### src/core/cpu_regs_pkg.sv
// Constants shared by the architectural register file and its register cell
package cpu_regs_pkg;
  localparam int NUM_REGS = 17;
  localparam int IDX_W = 5;
  localparam logic [4:0] USP_IDX = 5'h0F;
  localparam logic [4:0] SSP_IDX = 5'h10;
  localparam logic [4:0] PC_IDX = 5'h11;
  localparam logic [4:0] STATUS_IDX = 5'h12;
  localparam logic [4:0] PTR0_IDX = 5'h08;

  localparam int ADDR_W = 8;
  localparam logic [7:0] OFS_DATA0 = 8'h00;
  localparam logic [7:0] OFS_PTR0 = 8'h20;
  localparam logic [7:0] OFS_USP = 8'h3C;
  localparam logic [7:0] OFS_SSP = 8'h40;
  localparam logic [7:0] OFS_PC = 8'h44;
  localparam logic [7:0] OFS_STATUS = 8'h48;

  localparam logic [1:0] SZ_BYTE = 2'h0;
  localparam logic [1:0] SZ_WORD = 2'h1;
  localparam logic [1:0] SZ_LONG = 2'h2;

  localparam int SR_C = 0;
  localparam int SR_V = 1;
  localparam int SR_Z = 2;
  localparam int SR_N = 3;
  localparam int SR_X = 4;
  localparam int SR_CCR_W = 5;
  localparam int SR_MASK_LSB = 8;
  localparam int SR_MASK_W = 3;
  localparam int SR_S = 13;
  localparam int SR_T = 15;
  localparam logic [15:0] SR_RESERVED = 16'h58E0;
  localparam logic [15:0] SR_RESET = 16'h2700;
  localparam logic [31:0] GPR_RESET = 32'h0000_0000;
  localparam logic [31:0] PC_RESET = 32'h0000_0000;

  localparam logic [1:0] RESP_OKAY = 2'h0;
  localparam logic [1:0] RESP_SLVERR = 2'h2;
endpackage

### src/core/gpr_cell.sv
// One 32-bit general register with byte, word and long-word write sizing
`timescale 1ns/100ps
`default_nettype none
module gpr_cell #(
  parameter bit SIGN_EXT = 1'b0
) (
  input wire logic clk_sys,
  input wire logic rstN,
  input wire logic wrEn,
  input wire logic [1:0] wrSize,
  input wire logic [31:0] wrData,
  output logic [31:0] q
);
  logic [31:0] next_q;

  always_comb begin
    next_q = q;
    case (wrSize)
      cpu_regs_pkg::SZ_BYTE: next_q = {q[31:8], wrData[7:0]};
      cpu_regs_pkg::SZ_WORD: begin
        // Pointer registers always take the whole 32 bits
        if (SIGN_EXT) begin
          next_q = {{16{wrData[15]}}, wrData[15:0]};
        end else begin
          next_q = {q[31:16], wrData[15:0]};
        end
      end
      default: next_q = wrData;
    endcase
  end

  always_ff @(posedge clk_sys or negedge rstN) begin
    if (!rstN) begin
      q <= cpu_regs_pkg::GPR_RESET;
    end else if (wrEn) begin
      q <= next_q;
    end
  end
endmodule
`default_nettype wire

### config.mk
export PLATFORM = sky130hd
export DESIGN_NAME = gpr_cell
export DESIGN_NICKNAME = d
export VERILOG_FILES = /design/src/core/cpu_regs_pkg.sv /design/src/core/gpr_cell.sv
export SDC_FILE = /design/constraint.sdc
export NUM_CORES = 1
export LEC_CHECK = 0
export ABC_AREA = 1
export ABC_CLOCK_PERIOD_IN_PS = 1000
export BUFFER_PORTS_ARGS = -buffer_cell sky130_fd_sc_hd__buf_4
export CORE_MARGIN = 5
export CORE_UTILIZATION = 48
export DETAILED_ROUTE_END_ITERATION = 8
export PLACE_DENSITY = 0.84
export SYNTH_ARGS = -nofsm -noshare
export SYNTH_HDL_FRONTEND = slang
export SYNTH_SLANG_ARGS = --single-unit
export TNS_END_PERCENT = 10
### constraint.sdc
create_clock -name clk_sys -period 1 [get_ports clk_sys]
set_input_delay 0.2 -clock clk_sys [delete_from_list [all_inputs] [get_ports clk_sys]]
set_output_delay 0.2 -clock clk_sys [all_outputs]
set_load 0.02 [all_outputs]
==> flow_summary.json <==
{
  "status": "finished, violations left",
  "violations": "negative setup slack",
  "core-area_um2": 2734,
  "die_h_um": 63.21,
  "dp_slack_ns": 0.1086,
  "fillers": 183,
  "slew_viol_final": 0,
  "drive_above_1_share_pct": 41.86,
  "maxSlewHeadroom_pct": 73.18,
  "synth.area.mux_share_pct": 0,
  "largest_register_ff_count": 32,
  "grt.overflow.total": 0,
  "area_growth_pct": 51.66,
  "path_clk_slew_ns": 0.11,
  "holdPathEnd": "q[8]$_DFFE_PN0P_",
  "worstSetupPathType": "flop to output pin",
  "grt_setup_unrepaired": "yes",
  "first_pass_iters": 4,
  "cts_root_buf": "clkbuf_4",
  "synthesis.nets": 176,
  "synthCells": 139,
  "holdWs_ns": 0.06522,
  "antenna_found_initial": 0,
  "io_buffers": 68,
  "worstHoldStart": "wrData[8]",
  "crit_path_start_kind": "flop",
  "multi_input_area_um2": 441.7,
  "rr_worst_depth": 3,
  "ios": 69,
  "p_leak_nw": 1.123,
  "finalHoldViolCount": 0,
  "synth_top_family_by_area": "simple AND/OR/NAND/NOR gates",
  "placed_cell_area_um2": 1844,
  "synth_xor_area_share_pct": 0,
  "clock-sinks": 32,
  "slowest_stage": "dfrtp_1",
  "drc_errors": 0,
  "fin_nets": 251,
  "mostFrequentLayoutCells": "nand2_1, buf_4, buf_6, dfrtp_1, nand3_1",
  "grt_max_degree": 33,
  "hold_class": "input pin to flop",
  "synth-compound-area-share_pct": 2.947,
  "mostFrequentLayoutCell": "nand2_1",
  "top_regs": "q (32)",
  "wl_per_cell_um": 13.87,
  "vdd.ir_drop.worst_mv": 1.432,
  "cts_buffer_depth": 2,
  "synth.avg_cell_area_um2": 9.776,
  "cts_buffers": 5,
  "htree_levels": 2,
  "track_usage_pct": 18.10,
  "setup_viol": 32,
  "post-route-util_pct": 75.38,
  "fin_ws_ns": -0.1013,
  "yosys_warnings": 0,
  "setup_tns_ns": -2.430,
  "yosys-top-cells-area": "dfrtp_1, nand2_1, nand3_1, buf_6, nand2_8",
  "path_cells": "buf_6",
  "dieArea_um2": 3995,
  "yosys.area_share.adder_pct": 0,
  "ys_types": 11,
  "dp.cells": 233,
  "vias": 1206,
  "synth_area_um2": 1359,
  "synth_seq_cells": 32,
  "skew_ns": 0,
  "crit_arrival_ns": 0.90,
  "r2r_end": "q[21]$_DFFE_PN0P_",
  "postRouteAntennaNets": 0,
  "synth_area_leader_cell": "dfrtp_1",
  "top_register": "q",
  "hold_depth": 3,
  "rows": 19,
  "synth_seq_area_share_pct": 58.93,
  "fmax_mhz": 908.0,
  "grt_pass1_wl_mm": 5.782,
  "tightest_slew_ns": 0.4023,
  "start_util_pct": 49.70,
  "grt_pass1_vias": 1203,
  "r2r-start": "q[21]$_DFFE_PN0P_",
  "fin_crit_ns": 1.101,
  "powerDensity_nw_per_um2": 1568,
  "gp_congestion": 0.8119,
  "power_mw": 3.232,
  "required_ns": 0.80,
  "clock_latency_ns": 0.33,
  "drt_first_iter_violations": 51,
  "path_buf_inv": 1,
  "max-cap-violations": 0,
  "period_share_pct": 110.1,
  "stdcell_area_um2": 2061,
  "synth-simple-area-share_pct": 29.56,
  "fin_cells": 246,
  "cp_top_family": "flip-flops",
  "wirelength_mm": 3.412,
  "synth_top_area_share_pct": 58.93,
  "dieWidth_um": 63.21,
  "hpwl_mm": 2.582,
  "seqCellArea_um2": 800.8,
  "cts_tree": "built",
  "r2r_slack_ns": 0.22,
  "viasPerCell": 4.902,
  "n_antenna_cell": 0,
  "setup.worst_path.end_class": "output pin",
  "critPathMaxStageDelay_ns": 0.42,
  "path_max_fanout": 2
}
-- report_power, final --
| part | internal, mW | switching, mW | total, mW |
|---|---|---|---|
| registers | 1.44 | 0.119 | 1.56 |
| logic | 0.482 | 0.458 | 0.940 |
| clock network | 0.270 | 0.460 | 0.729 |
-- cell usage after synthesis --
cell type	instances
dfrtp_1	32
nand2_8	2
nand3_2	4
inv_1	8
nand3_1	20
nand2_4	1
buf_6	5
o21ai_0	8
buf_4	2
buf_8	1
nand2_1	56
-- worst max path at each step --
| stage | from | end | slack, ns | depth (start not counted) |
|---|---|---|---|---|
| global route | q[29]$_DFFE_PN0P_ | q[29] | -0.15 | 1 |
| global placement | wrEn | q[15]$_DFFE_PN0P_ | 0.16 | 5 |
| CTS | q[29]$_DFFE_PN0P_ | q[29] | -0.11 | 1 |
| finish | q[29]$_DFFE_PN0P_ | q[29] | -0.10 | 1 |
| detailed placement | wrEn | q[11]$_DFFE_PN0P_ | 0.11 | 5 |
| floorplan | wrEn | q[11]$_DFFE_PN0P_ | 0.24 | 5 |
-- tightest hold or removal path, delay by kind of cell --
family | cells | cell delay [ns]
buffers and inverters | 1 | 0.08
and+or+nand+nor | 2 | 0.09
-- cell families after synthesis --
logic type	after synthesis
AOI/OAI and AO/OA	8
buffers and inverters	16
DFF	32
and+or+nand+nor	83
-- routing by layer --
layer	global-route usage (%)	routed length (um)	vias to the layer above
met5	0	0	-
met4	5.195	31	0
met3	7.993	383	4
met2	27.44	1629	55
met1	23.46	1368	558
li1	-	-	589
-- repair_timing --
action,4_1_cts,5_1_grt
endpoints found under the setup margin,32,32
resized for setup,32,0
hold buffers,1,0
buffers inserted,3,1
endpoints found under the hold margin,32,0
-- cell type report --
type | instances | area share [%]
clock inverters | 3 | 0.9107
multi-input cells | 91 | 21.43
flip-flops and latches | 32 | 38.86
inverters | 8 | 1.457
clock buffers | 5 | 1.821
well taps | 31 | 1.882
repair buffers | 76 | 33.64
(Power assumes the default switching activity.)
